File: config.mk
export PLATFORM = sky130hd
export DESIGN_NAME = mmsi_top
export DESIGN_NICKNAME = d
export VERILOG_FILES = /design/src/pkg/mmsi_pkg.sv /design/src/mmsi_top.sv
export VERILOG_INCLUDE_DIRS = /design/src /design/src/pkg
export SDC_FILE = /design/constraint.sdc
export NUM_CORES = 1
export LEC_CHECK = 0
export ABC_AREA = 0
export BUFFER_PORTS_ARGS = -buffer_cell sky130_fd_sc_hd__buf_2
export CAP_MARGIN = 5
export CORE_MARGIN = 5
export CORE_UTILIZATION = 60
export DETAILED_ROUTE_END_ITERATION = 7
export GPL_ROUTABILITY_DRIVEN = 0
export GPL_TIMING_DRIVEN = 0
export PLACE_DENSITY_LB_ADDON = 0.3
export SLEW_MARGIN = 20
export SYNTH_ARGS = -nofsm -noshare
export SYNTH_HDL_FRONTEND = slang
export SYNTH_SLANG_ARGS = --single-unit
File: constraint.sdc
create_clock -name mclk -period 12.9 [get_ports mclk]
set_input_delay 3.225 -clock mclk [delete_from_list [all_inputs] [get_ports mclk]]
set_output_delay 3.225 -clock mclk [all_outputs]
set_load 0.1 [all_outputs]
File: src/pkg/mmsi_defines.svh
// Purpose: Constants of the multi-mode serial interface.
// Assumes: Included by its bare name; mclk runs at 10 MHz.
// Notes: Mode codes and divider figures are used by the logic only; the bench sets its own.
`ifndef MMSI_DEFINES_SVH
`define MMSI_DEFINES_SVH

`define MMSI_MCLK_HZ 10000000
`define MMSI_OSC_HZ 75000
// Oscillator enable period in mclk cycles, rounded down
`define MMSI_OSC_DIV (`MMSI_MCLK_HZ / `MMSI_OSC_HZ)
// UART bit length in oscillator ticks (fosc/8)
`define MMSI_UART_OSC_PER_BIT 8'h08
`define MMSI_UART_HALF_BIT 8'h04
// Mode field codes
`define MMSI_MODE_THREE 2'h0
`define MMSI_MODE_TWO 2'h1
`define MMSI_MODE_UART 2'h2
// Channel select codes
`define MMSI_CH_PUSH_PULL 1'h0
`define MMSI_CH_OPEN_DRAIN 1'h1
// Pin index within the six-bit pin vector: channel * 3 + offset
`define MMSI_PIN_CLK 3'h0
`define MMSI_PIN_DAT 3'h1
`define MMSI_PIN_RX 3'h2
// Reset values
`define MMSI_RST_OE_N 2'h3
`define MMSI_RST_LINE 1'h1

`endif

File: src/pkg/mmsi_pkg.sv
// Purpose: Types of the multi-mode serial interface.
// Assumes: Constants live in mmsi_defines.svh.
// Notes: Engine and receiver states are separate enums.
package mmsi_pkg;

	typedef enum logic [2:0] {E_IDLE, E_SYNC, U_START, U_DATA, U_STOP} mmsi_eng_t;
	typedef enum logic [1:0] {R_IDLE, R_START, R_DATA, R_STOP} mmsi_rx_t;

	typedef struct packed {
		logic serial_pin_enable;
		logic port_sel;
		logic clock_idle_level_select;
		logic open_drain_select;
		logic halt_counter_select;
		logic data_pin_direction;
		logic msb_first;
		logic master_select;
		logic mode_bit_high;
		logic mode_bit_low;
		logic [1:0] divider_sel;
		logic [1:0] rate_sel;
		logic [3:0] begin_position_field;
		logic [3:0] end_position_field;
		logic [15:0] transmit_data_field;
	} mmsi_ctrl_t;

	typedef struct packed {
		logic clock_active_flag;
		logic link_active_flag;
		logic transmit_error_flag;
		logic [3:0] receive_bit_counter;
		logic [3:0] transmit_bit_counter;
		logic [15:0] receive_data_field;
	} mmsi_stat_t;

	typedef struct packed {
		logic [5:0] s1;
		logic [5:0] s2;
		logic [5:0] s3;
		logic [5:0] filt;
		logic prev_clk;
		logic prev_rx;
		logic [7:0] osc_cnt;
		logic [7:0] half_cnt;
		logic [7:0] rx_cnt;
		mmsi_eng_t st;
		mmsi_rx_t rst_st;
		logic sclk;
		logic [3:0] out_cnt;
		logic [3:0] in_cnt;
		logic [15:0] rx_data;
		logic clock_act;
		logic link_act;
		logic err;
		logic irq;
		logic [1:0] ck_out;
		logic [1:0] ck_oe_n;
		logic [1:0] dt_out;
		logic [1:0] dt_oe_n;
	} mmsi_state_t;

endpackage : mmsi_pkg

File: src/mmsi_top.sv
// Purpose: One serial engine for three-wire, two-wire and UART links on two pin channels.
// Assumes: 10 MHz mclk; 75 kHz oscillator made by an enable divider.
// Notes: Pin outputs lag the engine by one mclk; oe_n low means the pin is driven.
`timescale 1ns/1ps
`include "mmsi_defines.svh"

module mmsi_top #(
	parameter int OSC_DIV = `MMSI_OSC_DIV
) (
	input wire logic mclk,
	input wire logic rst,
	input wire mmsi_pkg::mmsi_ctrl_t ctrl,
	input wire logic master_start_trigger,
	output mmsi_pkg::mmsi_stat_t stat,
	output logic serial_irq,
	input wire logic ch1_clock_tx_pin_in,
	output logic ch1_clock_tx_pin_out,
	output logic ch1_clock_tx_pin_oe_n,
	input wire logic ch1_bidir_data_pin_in,
	output logic ch1_bidir_data_pin_out,
	output logic ch1_bidir_data_pin_oe_n,
	input wire logic ch1_rx_pin,
	input wire logic ch2_clock_tx_pin_in,
	output logic ch2_clock_tx_pin_out,
	output logic ch2_clock_tx_pin_oe_n,
	input wire logic ch2_bidir_data_pin_in,
	output logic ch2_bidir_data_pin_out,
	output logic ch2_bidir_data_pin_oe_n,
	input wire logic ch2_rx_pin
);

	if (OSC_DIV < 2 || OSC_DIV > 255) begin : g_bad_div
		$error("mmsi_top: OSC_DIV must lie in 2..255");
	end

	mmsi_pkg::mmsi_state_t r;
	mmsi_pkg::mmsi_state_t n;

	logic [5:0] pins;
	logic osc_tick;
	logic [1:0] mode;
	logic is_sync;
	logic is_master;
	logic [2:0] shamt;
	logic [7:0] half_lim;
	logic [7:0] bit_lim;
	logic [7:0] mid_lim;
	logic bit_tick;
	logic clk_now;
	logic lead_ev;
	logic trail_ev;
	logic rx_bit;
	logic uart_rx_in;
	logic [3:0] step;
	logic [3:0] gov;
	logic start_ok;
	logic ch_od;
	logic line;
	logic drive_ck;
	logic drive_dt;
	logic dt_val;

	assign pins = {ch2_rx_pin, ch2_bidir_data_pin_in, ch2_clock_tx_pin_in,
		ch1_rx_pin, ch1_bidir_data_pin_in, ch1_clock_tx_pin_in};
	assign mode = {ctrl.mode_bit_high, ctrl.mode_bit_low};
	assign is_sync = (mode == `MMSI_MODE_THREE) || (mode == `MMSI_MODE_TWO);
	assign is_master = ctrl.master_select && is_sync;
	assign osc_tick = (r.osc_cnt == 8'(OSC_DIV - 1));
	// Half period in oscillator ticks: /2 -> 1, /4 -> 2, /8 -> 4, scaled by rate select
	assign shamt = ((ctrl.divider_sel == 2'h3) ? 3'h2 : {1'h0, ctrl.divider_sel})
		+ {1'h0, ctrl.rate_sel};
	assign half_lim = (8'h01 << shamt) - 8'h01;
	assign bit_lim = (`MMSI_UART_OSC_PER_BIT << ctrl.rate_sel) - 8'h01;
	assign mid_lim = (`MMSI_UART_HALF_BIT << ctrl.rate_sel) - 8'h01;
	assign bit_tick = osc_tick && (r.half_cnt == (is_sync ? half_lim : bit_lim));
	assign clk_now = r.filt[3 * ctrl.port_sel + `MMSI_PIN_CLK];
	assign uart_rx_in = r.filt[3 * ctrl.port_sel + `MMSI_PIN_RX];
	// Three-wire reads the dedicated input; two-wire reads the bidirectional pin
	assign rx_bit = (mode == `MMSI_MODE_THREE) ? uart_rx_in
		: r.filt[3 * ctrl.port_sel + `MMSI_PIN_DAT];
	assign step = ctrl.msb_first ? 4'hf : 4'h1;
	assign gov = ctrl.halt_counter_select ? r.in_cnt : r.out_cnt;
	assign start_ok = master_start_trigger && ctrl.serial_pin_enable && (r.st == mmsi_pkg::E_IDLE);
	// Master edges come from our own toggles, slave edges from the filtered pin
	always_comb begin
		if (is_master) begin
			lead_ev = (r.st == mmsi_pkg::E_SYNC) && bit_tick && (r.sclk == ctrl.clock_idle_level_select);
			trail_ev = (r.st == mmsi_pkg::E_SYNC) && bit_tick && (r.sclk != ctrl.clock_idle_level_select);
		end else begin
			lead_ev = (r.st == mmsi_pkg::E_SYNC) && (clk_now != r.prev_clk)
				&& (clk_now != ctrl.clock_idle_level_select);
			trail_ev = (r.st == mmsi_pkg::E_SYNC) && (clk_now != r.prev_clk)
				&& (clk_now == ctrl.clock_idle_level_select);
		end
	end

	always_comb begin
		n = r;
		n.irq = 1'h0;
		n.s1 = pins;
		n.s2 = r.s1;
		n.s3 = r.s2;
		// A pin change counts only once the last two stages agree
		n.filt = (~(r.s2 ^ r.s3) & r.s3) | ((r.s2 ^ r.s3) & r.filt);
		n.prev_clk = clk_now;
		n.prev_rx = uart_rx_in;
		n.osc_cnt = osc_tick ? 8'h00 : r.osc_cnt + 8'h01;
		if (osc_tick) begin
			n.half_cnt = bit_tick ? 8'h00 : r.half_cnt + 8'h01;
		end
		if (master_start_trigger && !start_ok) begin
			n.err = 1'h1;
		end
		case (r.st)
			mmsi_pkg::E_IDLE: begin
				n.sclk = ctrl.clock_idle_level_select;
				if (start_ok && mode != 2'h3) begin
					n.out_cnt = ctrl.begin_position_field;
					n.in_cnt = ctrl.begin_position_field;
					n.half_cnt = 8'h00;
					n.err = 1'h0;
					n.st = is_sync ? mmsi_pkg::E_SYNC : mmsi_pkg::U_START;
				end
			end
			mmsi_pkg::E_SYNC: begin
				if (is_master && bit_tick) begin
					n.sclk = ~r.sclk;
				end
				if (trail_ev) begin
					n.rx_data[r.in_cnt] = rx_bit;
					if (gov == ctrl.end_position_field) begin
						n.st = mmsi_pkg::E_IDLE;
						n.irq = 1'h1;
					end else begin
						n.out_cnt = r.out_cnt + step;
						n.in_cnt = r.in_cnt + step;
					end
				end
				if (!is_sync) begin
					n.st = mmsi_pkg::E_IDLE;
				end
			end
			mmsi_pkg::U_START: begin
				if (bit_tick) begin
					n.st = mmsi_pkg::U_DATA;
				end
			end
			mmsi_pkg::U_DATA: begin
				if (bit_tick) begin
					if (r.out_cnt == ctrl.end_position_field) begin
						n.st = mmsi_pkg::U_STOP;
					end else begin
						n.out_cnt = r.out_cnt + step;
					end
				end
			end
			mmsi_pkg::U_STOP: begin
				if (bit_tick) begin
					n.st = mmsi_pkg::E_IDLE;
					n.irq = 1'h1;
				end
			end
			default: n.st = mmsi_pkg::E_IDLE;
		endcase
		if (osc_tick && r.rst_st != mmsi_pkg::R_IDLE) begin
			n.rx_cnt = r.rx_cnt + 8'h01;
		end
		case (r.rst_st)
			mmsi_pkg::R_IDLE: begin
				if (mode == `MMSI_MODE_UART && ctrl.serial_pin_enable && r.prev_rx && !uart_rx_in) begin
					n.rst_st = mmsi_pkg::R_START;
					n.rx_cnt = 8'h00;
					n.in_cnt = ctrl.begin_position_field;
				end
			end
			mmsi_pkg::R_START: begin
				if (osc_tick && r.rx_cnt == mid_lim) begin
					n.rx_cnt = 8'h00;
					n.rst_st = uart_rx_in ? mmsi_pkg::R_IDLE : mmsi_pkg::R_DATA;
				end
			end
			mmsi_pkg::R_DATA: begin
				if (osc_tick && r.rx_cnt == bit_lim) begin
					n.rx_cnt = 8'h00;
					n.rx_data[r.in_cnt] = uart_rx_in;
					if (r.in_cnt == ctrl.end_position_field) begin
						n.rst_st = mmsi_pkg::R_STOP;
					end else begin
						n.in_cnt = r.in_cnt + step;
					end
				end
			end
			mmsi_pkg::R_STOP: begin
				if (osc_tick && r.rx_cnt == bit_lim) begin
					n.rst_st = mmsi_pkg::R_IDLE;
					n.irq = 1'h1;
					if (!uart_rx_in) begin
						n.err = 1'h1;
					end
				end
			end
			default: n.rst_st = mmsi_pkg::R_IDLE;
		endcase
		if (mode != `MMSI_MODE_UART) begin
			n.rst_st = mmsi_pkg::R_IDLE;
		end
		n.clock_act = (n.st != mmsi_pkg::E_IDLE);
		n.link_act = (n.st == mmsi_pkg::E_SYNC && mode == `MMSI_MODE_TWO)
			|| (n.rst_st != mmsi_pkg::R_IDLE);
		// Pin drive from the current engine state
		ch_od = ctrl.open_drain_select || (ctrl.port_sel == `MMSI_CH_OPEN_DRAIN);
		line = `MMSI_RST_LINE;
		drive_ck = 1'h0;
		if (mode == `MMSI_MODE_UART) begin
			drive_ck = 1'h1;
			line = (r.st == mmsi_pkg::U_START) ? 1'h0
				: (r.st == mmsi_pkg::U_DATA) ? ctrl.transmit_data_field[r.out_cnt] : 1'h1;
		end else if (is_master) begin
			drive_ck = 1'h1;
			line = r.sclk;
		end
		drive_dt = is_sync && ctrl.data_pin_direction;
		dt_val = ctrl.transmit_data_field[r.out_cnt];
		n.ck_out = 2'h0;
		n.dt_out = 2'h0;
		n.ck_oe_n = 2'h3;
		n.dt_oe_n = 2'h3;
		if (ctrl.serial_pin_enable) begin
			// Open-drain only pulls low; a high is left to the pull-up
			n.ck_out[ctrl.port_sel] = ch_od ? 1'h0 : line;
			n.ck_oe_n[ctrl.port_sel] = !(drive_ck && !(ch_od && line));
			n.dt_out[ctrl.port_sel] = ch_od ? 1'h0 : dt_val;
			n.dt_oe_n[ctrl.port_sel] = !(drive_dt && !(ch_od && dt_val));
		end
	end

	always_ff @(posedge mclk) begin
		if (rst) begin
			r <= '0;
			r.ck_oe_n <= `MMSI_RST_OE_N;
			r.dt_oe_n <= `MMSI_RST_OE_N;
		end else begin
			r <= n;
		end
	end

	assign stat = '{r.clock_act, r.link_act, r.err, r.in_cnt, r.out_cnt, r.rx_data};
	assign serial_irq = r.irq;
	assign ch1_clock_tx_pin_out = r.ck_out[0];
	assign ch1_clock_tx_pin_oe_n = r.ck_oe_n[0];
	assign ch1_bidir_data_pin_out = r.dt_out[0];
	assign ch1_bidir_data_pin_oe_n = r.dt_oe_n[0];
	assign ch2_clock_tx_pin_out = r.ck_out[1];
	assign ch2_clock_tx_pin_oe_n = r.ck_oe_n[1];
	assign ch2_bidir_data_pin_out = r.dt_out[1];
	assign ch2_bidir_data_pin_oe_n = r.dt_oe_n[1];
endmodule : mmsi_top

==> flow_metrics.py, run 1 <==
metrics = {
    "clock_network": {
        "cts_tree": "done",
        "cts_setup_buffers": 0,
        "cts.sinks": 92,
        "cts_hold_buf": 0,
        "cts-buffers-inserted": 9,
        "worstSkewPairLatency_ns": 0.36,
        "htree_num_levels": 3,
        "clockBufferDepth": 2,
        "post_cts_resized": 0,
        "clk_pin_slew_ns": 0.10,
        "cts-root-buf": "clkbuf_8",
    },
    "sta": {
        "rsz0062_at_grt": "false",
        "setup_violations": 0,
        "slew_headroom_pct": 54.6,
        "skew_ns": 0.0108,
        "hold_viol": 0,
        "layout_setup_ws_ns": 5.73,
        "period_share_pct": 55.6,
        "fmax_mhz": 139,
        "tightest_slew_ns": 0.675,
        "timing.hold.ws_ns": 0.450,
        "finalMaxSlewViolations": 0,
        "fin_tns_setup_ns": 0,
        "fin_crit_ns": 7.17,
    },
    "logic_synthesis": {
        "syn-cell-area_um2": 5180,
        "yosys_warnings": 0,
        "ys_seq_elements": 92,
        "netlist_instances": 597,
        "yosysSeqAreaShare_pct": 35.5,
        "synthSimpleGateAreaFrac_pct": 24.0,
        "ys.flop_type": "dfxtp_1",
        "synth-xor-area-share_pct": 6.42,
        "synth_edf_count": 0,
        "yosys-mux-area-fraction_pct": 3.74,
        "synth_area_leaders": "dfxtp_1, nor2_1, buf_4, nor2b_1, xnor2_1",
        "async_flop_share_pct": 0,
        "netlist.area_leader.share_pct": 35.5,
        "synth_largest_area_cell": "dfxtp_1",
        "synth_top_family_by_area": "simple AND/OR/NAND/NOR gates",
        "yosysUniqueCellTypes": 78,
        "avgSynthCellArea_um2": 8.69,
        "synth_compound_area_share_pct": 18.1,
        "synthAdderAreaFrac_pct": 3.81,
    },
    "final_layout": {
        "design_area_um2": 5930,
        "final_common_cell": "dfxtp_1",
        "final_layout_size_suffix_gt1_share_pct": 23.2,
        "syn_to_final_growth_pct": 14.5,
        "nFillCells": 683,
        "n_antenna_cell": 0,
        "nets": 749,
        "fin_cells": 801,
        "most-common-layout-cells": "dfxtp_1, buf_2, nor2_1, nand2_1, buf_4",
    },
    "routing": {
        "wirelength_um": 12500,
        "vias_per_cell": 5.86,
        "drc": 0,
        "drtIter0Drc": 414,
        "via_count": 4694,
        "ant_nets": 0,
        "dr.pass1.iters": 6,
        "wl_per_cell_um": 15.6,
    },
    "setup_path": {
        "path_class": "in -> reg",
        "startpoint": "ctrl[26]",
        "worstPathRequired_ns": 13.17,
        "cp-end-kind": "flop",
        "critPathLaunchType": "input pin",
        "worstReg2RegStart": "r[58]",
        "cp_max_fo": 10,
        "worstPathArrival_ns": 7.45,
        "reg2reg_depth": 11,
    },
    "grt": {
        "grt_max_degree": 19,
        "grtUsageTotal_pct": 24.6,
        "grt_first_pass_wirelength_um": 21200,
        "grt_overflow": 0,
        "antenna_found_initial": 0,
        "grt_pass1_vias": 4618,
    },
    "placed_design": {
        "dp.final_hpwl_um": 9370,
        "dp_cells": 785,
        "port_buffers": 79,
        "post-place-ws_ns": 5.43,
        "placed_cell_area_um2": 5720,
    },
    "job": {
        "maxCapViolations": 0,
    },
    "min_path": {
        "min_from": "n[81]",
        "hold_class": "reg -> reg",
        "whs_path_depth": 1,
    },
    "floorplan": {
        "start_util_pct": 60.6,
        "fp-row-count": 34,
        "ios": 83,
        "dieWidth_um": 103,
        "fp.dieArea_um2": 10600,
        "die_height_um": 103,
        "core_um2": 8550,
    },
    "power": {
        "peakVddDrop_mv": 0.0722,
        "cellPowerDensity_nw_per_um2": 104,
        "cellLeakagePower_nw": 2.40,
    },
    "run_status": {
        "outcome": "complete, no violations",
    },
}
worst max-delay path, stage by stage:
cell and delay (ns):
buf_2 0.09, nor2b_1 0.12, ha_1 0.18, fa_1 0.54, clkbuf_1 0.35, nor2_1 0.09
nand2_1 0.08, ha_1 0.30, xnor2_1 0.20, a41o_1 0.22, a21oi_1 0.08, nor4_2 0.63
a31oi_2 0.34, o21ai_2 0.39, buf_4 0.24, a31oi_1 0.09, a211oi_1 0.26
power breakdown:
group	switching (mW)	internal [mW]	total [mW]
sequential	0.00553	0.290	0.296
combinational	0.0707	0.0404	0.111
clock	0.113	0.0943	0.207
total	0.189	0.425	0.615
logic make-up (layout without fill, tap and decap cells):
kind of cell,after synthesis,count (layout)
other,1,2
adders and majority gates,14,14
muxes,13,13
DFF,92,92
AOI/OAI and AO/OA,131,131
and+or+nand+nor,234,234
buffers and inverters,74,169
xor gates and xnor gates,38,38
cell usage after synthesis, drive strengths merged, types with 6 or more instances:
master and count:
buf 41, ha 11, o21ai 23, a211oi 24
nor3 10, a31oi 22, xor2 16, a32o 6
nand2b 6, a21oi 19, nor3b 7, nor2b 34
and3 11, xnor2 22, clkbuf 13, nand2 34
inv 18, nand3 21, nand4 10, nor2 71
dfxtp 92, mux2i 7
per-stage QoR:
step,total power [mW],util [%]
6_report,0.615,69.4
5_1_grt,0.643,69.4
4_1_cts,0.618,69.4
3_5_place_dp,0.412,66.9
3_3_place_gp,0.409,66.9
2_1_floorplan,0.384,-
per-layer routing:
layer | global-route usage [%] | routed length [um] | up-vias
li1 | - | - | 2289
met1 | 31.0 | 5280 | 2171
met2 | 42.1 | 6050 | 198
met3 | 3.86 | 809 | 36
met4 | 9.36 | 329 | 0
met5 | 0 | 0 | -
state kept, by name, indices dropped and copies added, names as in the netlist, named ones only:
signal and cells:
ch2_bidir_data_pin_oe_n 1, stat 27, ch2_clock_tx_pin_oe_n 1, ch1_bidir_data_pin_oe_n 1
serial_irq 1, n 12, ch2_bidir_data_pin_out 1, r 38
ch2_clock_tx_pin_out 1, ch1_bidir_data_pin_out 1, ch1_clock_tx_pin_oe_n 1, ch1_clock_tx_pin_out 1
cell type report:
class                   count  area [um2]  share of cell area, %
flip-flops and latches     92        1840                   31.0
well taps                 108         135                   2.28
multi-input cells         432        2910                   49.1
clock inverters             7        91.3                   1.54
inverters                  19        71.3                   1.20
clock buffers               9         124                   2.09
repair buffers             79         395                   6.66
plain buffers              55         363                   6.11
worst paths after layout:
kind / endpoint / slack [ns]
worst min-delay path: n[75] / 0.45
worst max register to register: stat[3] / 9.68
worst min register to register: n[75] / 0.45
worst max-delay path: stat[3] / 5.73
Power figures use the tool's default switching activity.
==> run 2, diff against run 1 <==
--- a/config.mk
+++ b/config.mk
@@ -10,7 +10,7 @@
 export BUFFER_PORTS_ARGS = -buffer_cell sky130_fd_sc_hd__buf_2
 export CAP_MARGIN = 5
 export CORE_MARGIN = 5
-export CORE_UTILIZATION = 60
+export CORE_UTILIZATION = 52
 export DETAILED_ROUTE_END_ITERATION = 7
 export GPL_ROUTABILITY_DRIVEN = 0
 export GPL_TIMING_DRIVEN = 0
==> constraint.sdc (replaced) <==
create_clock -name mclk -period 6.02 [get_ports mclk]
set_input_delay 1.505 -clock mclk [delete_from_list [all_inputs] [get_ports mclk]]
set_output_delay 1.505 -clock mclk [all_outputs]
set_load 0.1 [all_outputs]
==> run 2 against run 1 <==
Sequential share of layout area decreased by 0.10 points. Clock skew down 0.00099 ns. Total power up 110%. Worst setup slack got worse by 5.1 ns. Worst hold slack worse by 0.013 ns. Global-route usage shrank 2.8 points. Clock power increased by 110%. Combinational power up 110%. Critical path depth did not move. Die area rose by 14%. Cell area is 0.34% higher.
==> flow_metrics.py, run 2 (synthesized netlist as in run 1, its figures left out) <==
metrics = {
    "routing": {
        "dr.pass1.iters": 5,
        "wl_per_cell_um": 15.6,
        "drtIter0Drc": 399,
        "vias_per_cell": 5.62,
        "drc": 0,
        "via_count": 4645,
        "wirelength_um": 12900,
        "ant_nets": 0,
    },
    "sta": {
        "hold_viol": 0,
        "finalMaxSlewViolations": 0,
        "period_share_pct": 89.7,
        "skew_ns": 0.00979,
        "slew_headroom_pct": 54.4,
        "fmax_mhz": 185,
        "setup_violations": 0,
        "rsz0062_at_grt": "false",
        "tightest_slew_ns": 0.678,
        "fin_tns_setup_ns": 0,
        "fin_crit_ns": 5.40,
    },
    "power": {
        "power_mw": 1.30,
        "peakVddDrop_mv": 0.146,
        "cellLeakagePower_nw": 2.39,
        "cellPowerDensity_nw_per_um2": 218,
    },
    "setup_path": {
        "worstPathArrival_ns": 5.69,
        "cp_max_fo": 10,
        "critPathLaunchType": "input pin",
        "startpoint": "ctrl[26]",
        "path_class": "in -> reg",
        "cp-end-kind": "flop",
        "worstPathRequired_ns": 6.31,
        "worstReg2RegStart": "r[58]",
    },
    "grt": {
        "antenna_found_initial": 0,
        "grtUsageTotal_pct": 21.8,
        "grt_overflow": 0,
        "grt_pass1_vias": 4534,
        "grt_first_pass_wirelength_um": 21100,
        "grt_max_degree": 20,
    },
    "placed_design": {
        "dp.final_hpwl_um": 9760,
        "placed_cell_area_um2": 5750,
        "dp_cells": 810,
        "port_buffers": 79,
    },
    "final_layout": {
        "largest-register": "r",
        "nets": 749,
        "most-common-layout-cells": "dfxtp_1, buf_2, nor2_1, nand2_1, buf_4",
        "n_antenna_cell": 0,
        "syn_to_final_growth_pct": 14.8,
        "fin_cells": 826,
        "design_area_um2": 5950,
        "final_layout_size_suffix_gt1_share_pct": 23.2,
        "largest_reg_flops": 38,
        "final_common_cell": "dfxtp_1",
    },
    "floorplan": {
        "ios": 83,
        "core_um2": 9730,
        "dieWidth_um": 110,
        "die_height_um": 110,
        "start_util_pct": 53.3,
        "fp.dieArea_um2": 12100,
        "fp-row-count": 36,
    },
    "clock_network": {
        "cts_tree": "done",
        "clockBufferDepth": 2,
        "cts-buffers-inserted": 9,
        "clk_pin_slew_ns": 0.11,
        "worstSkewPairLatency_ns": 0.37,
        "post_cts_resized": 0,
        "htree_num_levels": 3,
        "cts.sinks": 92,
        "cts_hold_buf": 0,
        "cts-root-buf": "clkbuf_8",
        "cts_setup_buffers": 0,
    },
    "job": {
        "maxCapViolations": 0,
    },
    "run_status": {
        "outcome": "complete, no violations",
    },
    "min_path": {
        "hold_class": "reg -> reg",
        "min_from": "n[82]",
    },
}
==> run 2: changes by cell type in the layout (fill, tap and decap cells not counted), sizes merged <==
| cell | delta |
|---|---|
| bufinv | -1 |
| inv | +1 |
==> run 2: final timing paths <==
| kind | cells past startpoint | end | slack, ns |
|---|---|---|---|
| worst min-delay path | 1 | n[76] | 0.44 |
| worst min register to register | 1 | n[76] | 0.44 |
| worst max register to register | 11 | stat[3] | 2.85 |
| worst max-delay path | 17 | stat[3] | 0.62 |
==> run 2: cell type report <==
type                    instances  area [um2]
flip-flops and latches         92        1840
multi-input cells             432        2910
inverters                      19        71.3
clock inverters                 7        80.1
well taps                     133         166
plain buffers                  55         363
fillers                       868        3770
repair buffers                 79         395
clock buffers                   9         124
==> run 2: through the flow <==
step                      utilization [%]  worst slack, ns  hold WS, ns
after global placement               59.1            0.475        0.416
after global routing                 61.2            0.377        0.461
after CTS                            61.2            0.701        0.434
after floorplan                         -             1.08        0.414
after detailed placement             59.1            0.335        0.425
final                                61.2            0.620        0.437
==> run 2: critical path, stage by stage <==
cell,delay [ns]
buf_2,0.09
nor2b_1,0.12
ha_1,0.18
fa_1,0.55
clkbuf_1,0.33
nor2_1,0.09
nand2_1,0.08
ha_1,0.30
xnor2_1,0.19
a41o_1,0.20
a21oi_1,0.08
nor4_2,0.64
a31oi_2,0.32
o21ai_2,0.41
buf_4,0.24
a31oi_1,0.09
a211oi_1,0.25
==> run 2: routing by layer <==
| metal | vias up | GRT usage, % | routed length, um |
|---|---|---|---|
| met2 | 152 | 37.3 | 6280 |
| met1 | 2183 | 27.6 | 5610 |
| met5 | - | 0 | 0 |
| li1 | 2282 | - | - |
| met3 | 28 | 5.28 | 813 |
| met4 | 0 | 4.90 | 194 |
==> run 2: report_power, final <==
| group | total [mW] | internal [mW] | leakage [nW] | switching (mW) |
|---|---|---|---|---|
| clock | 0.425 | 0.166 | 0.0998 | 0.260 |
| sequential | 0.635 | 0.622 | 0.748 | 0.0125 |
| combinational | 0.238 | 0.0867 | 1.55 | 0.151 |
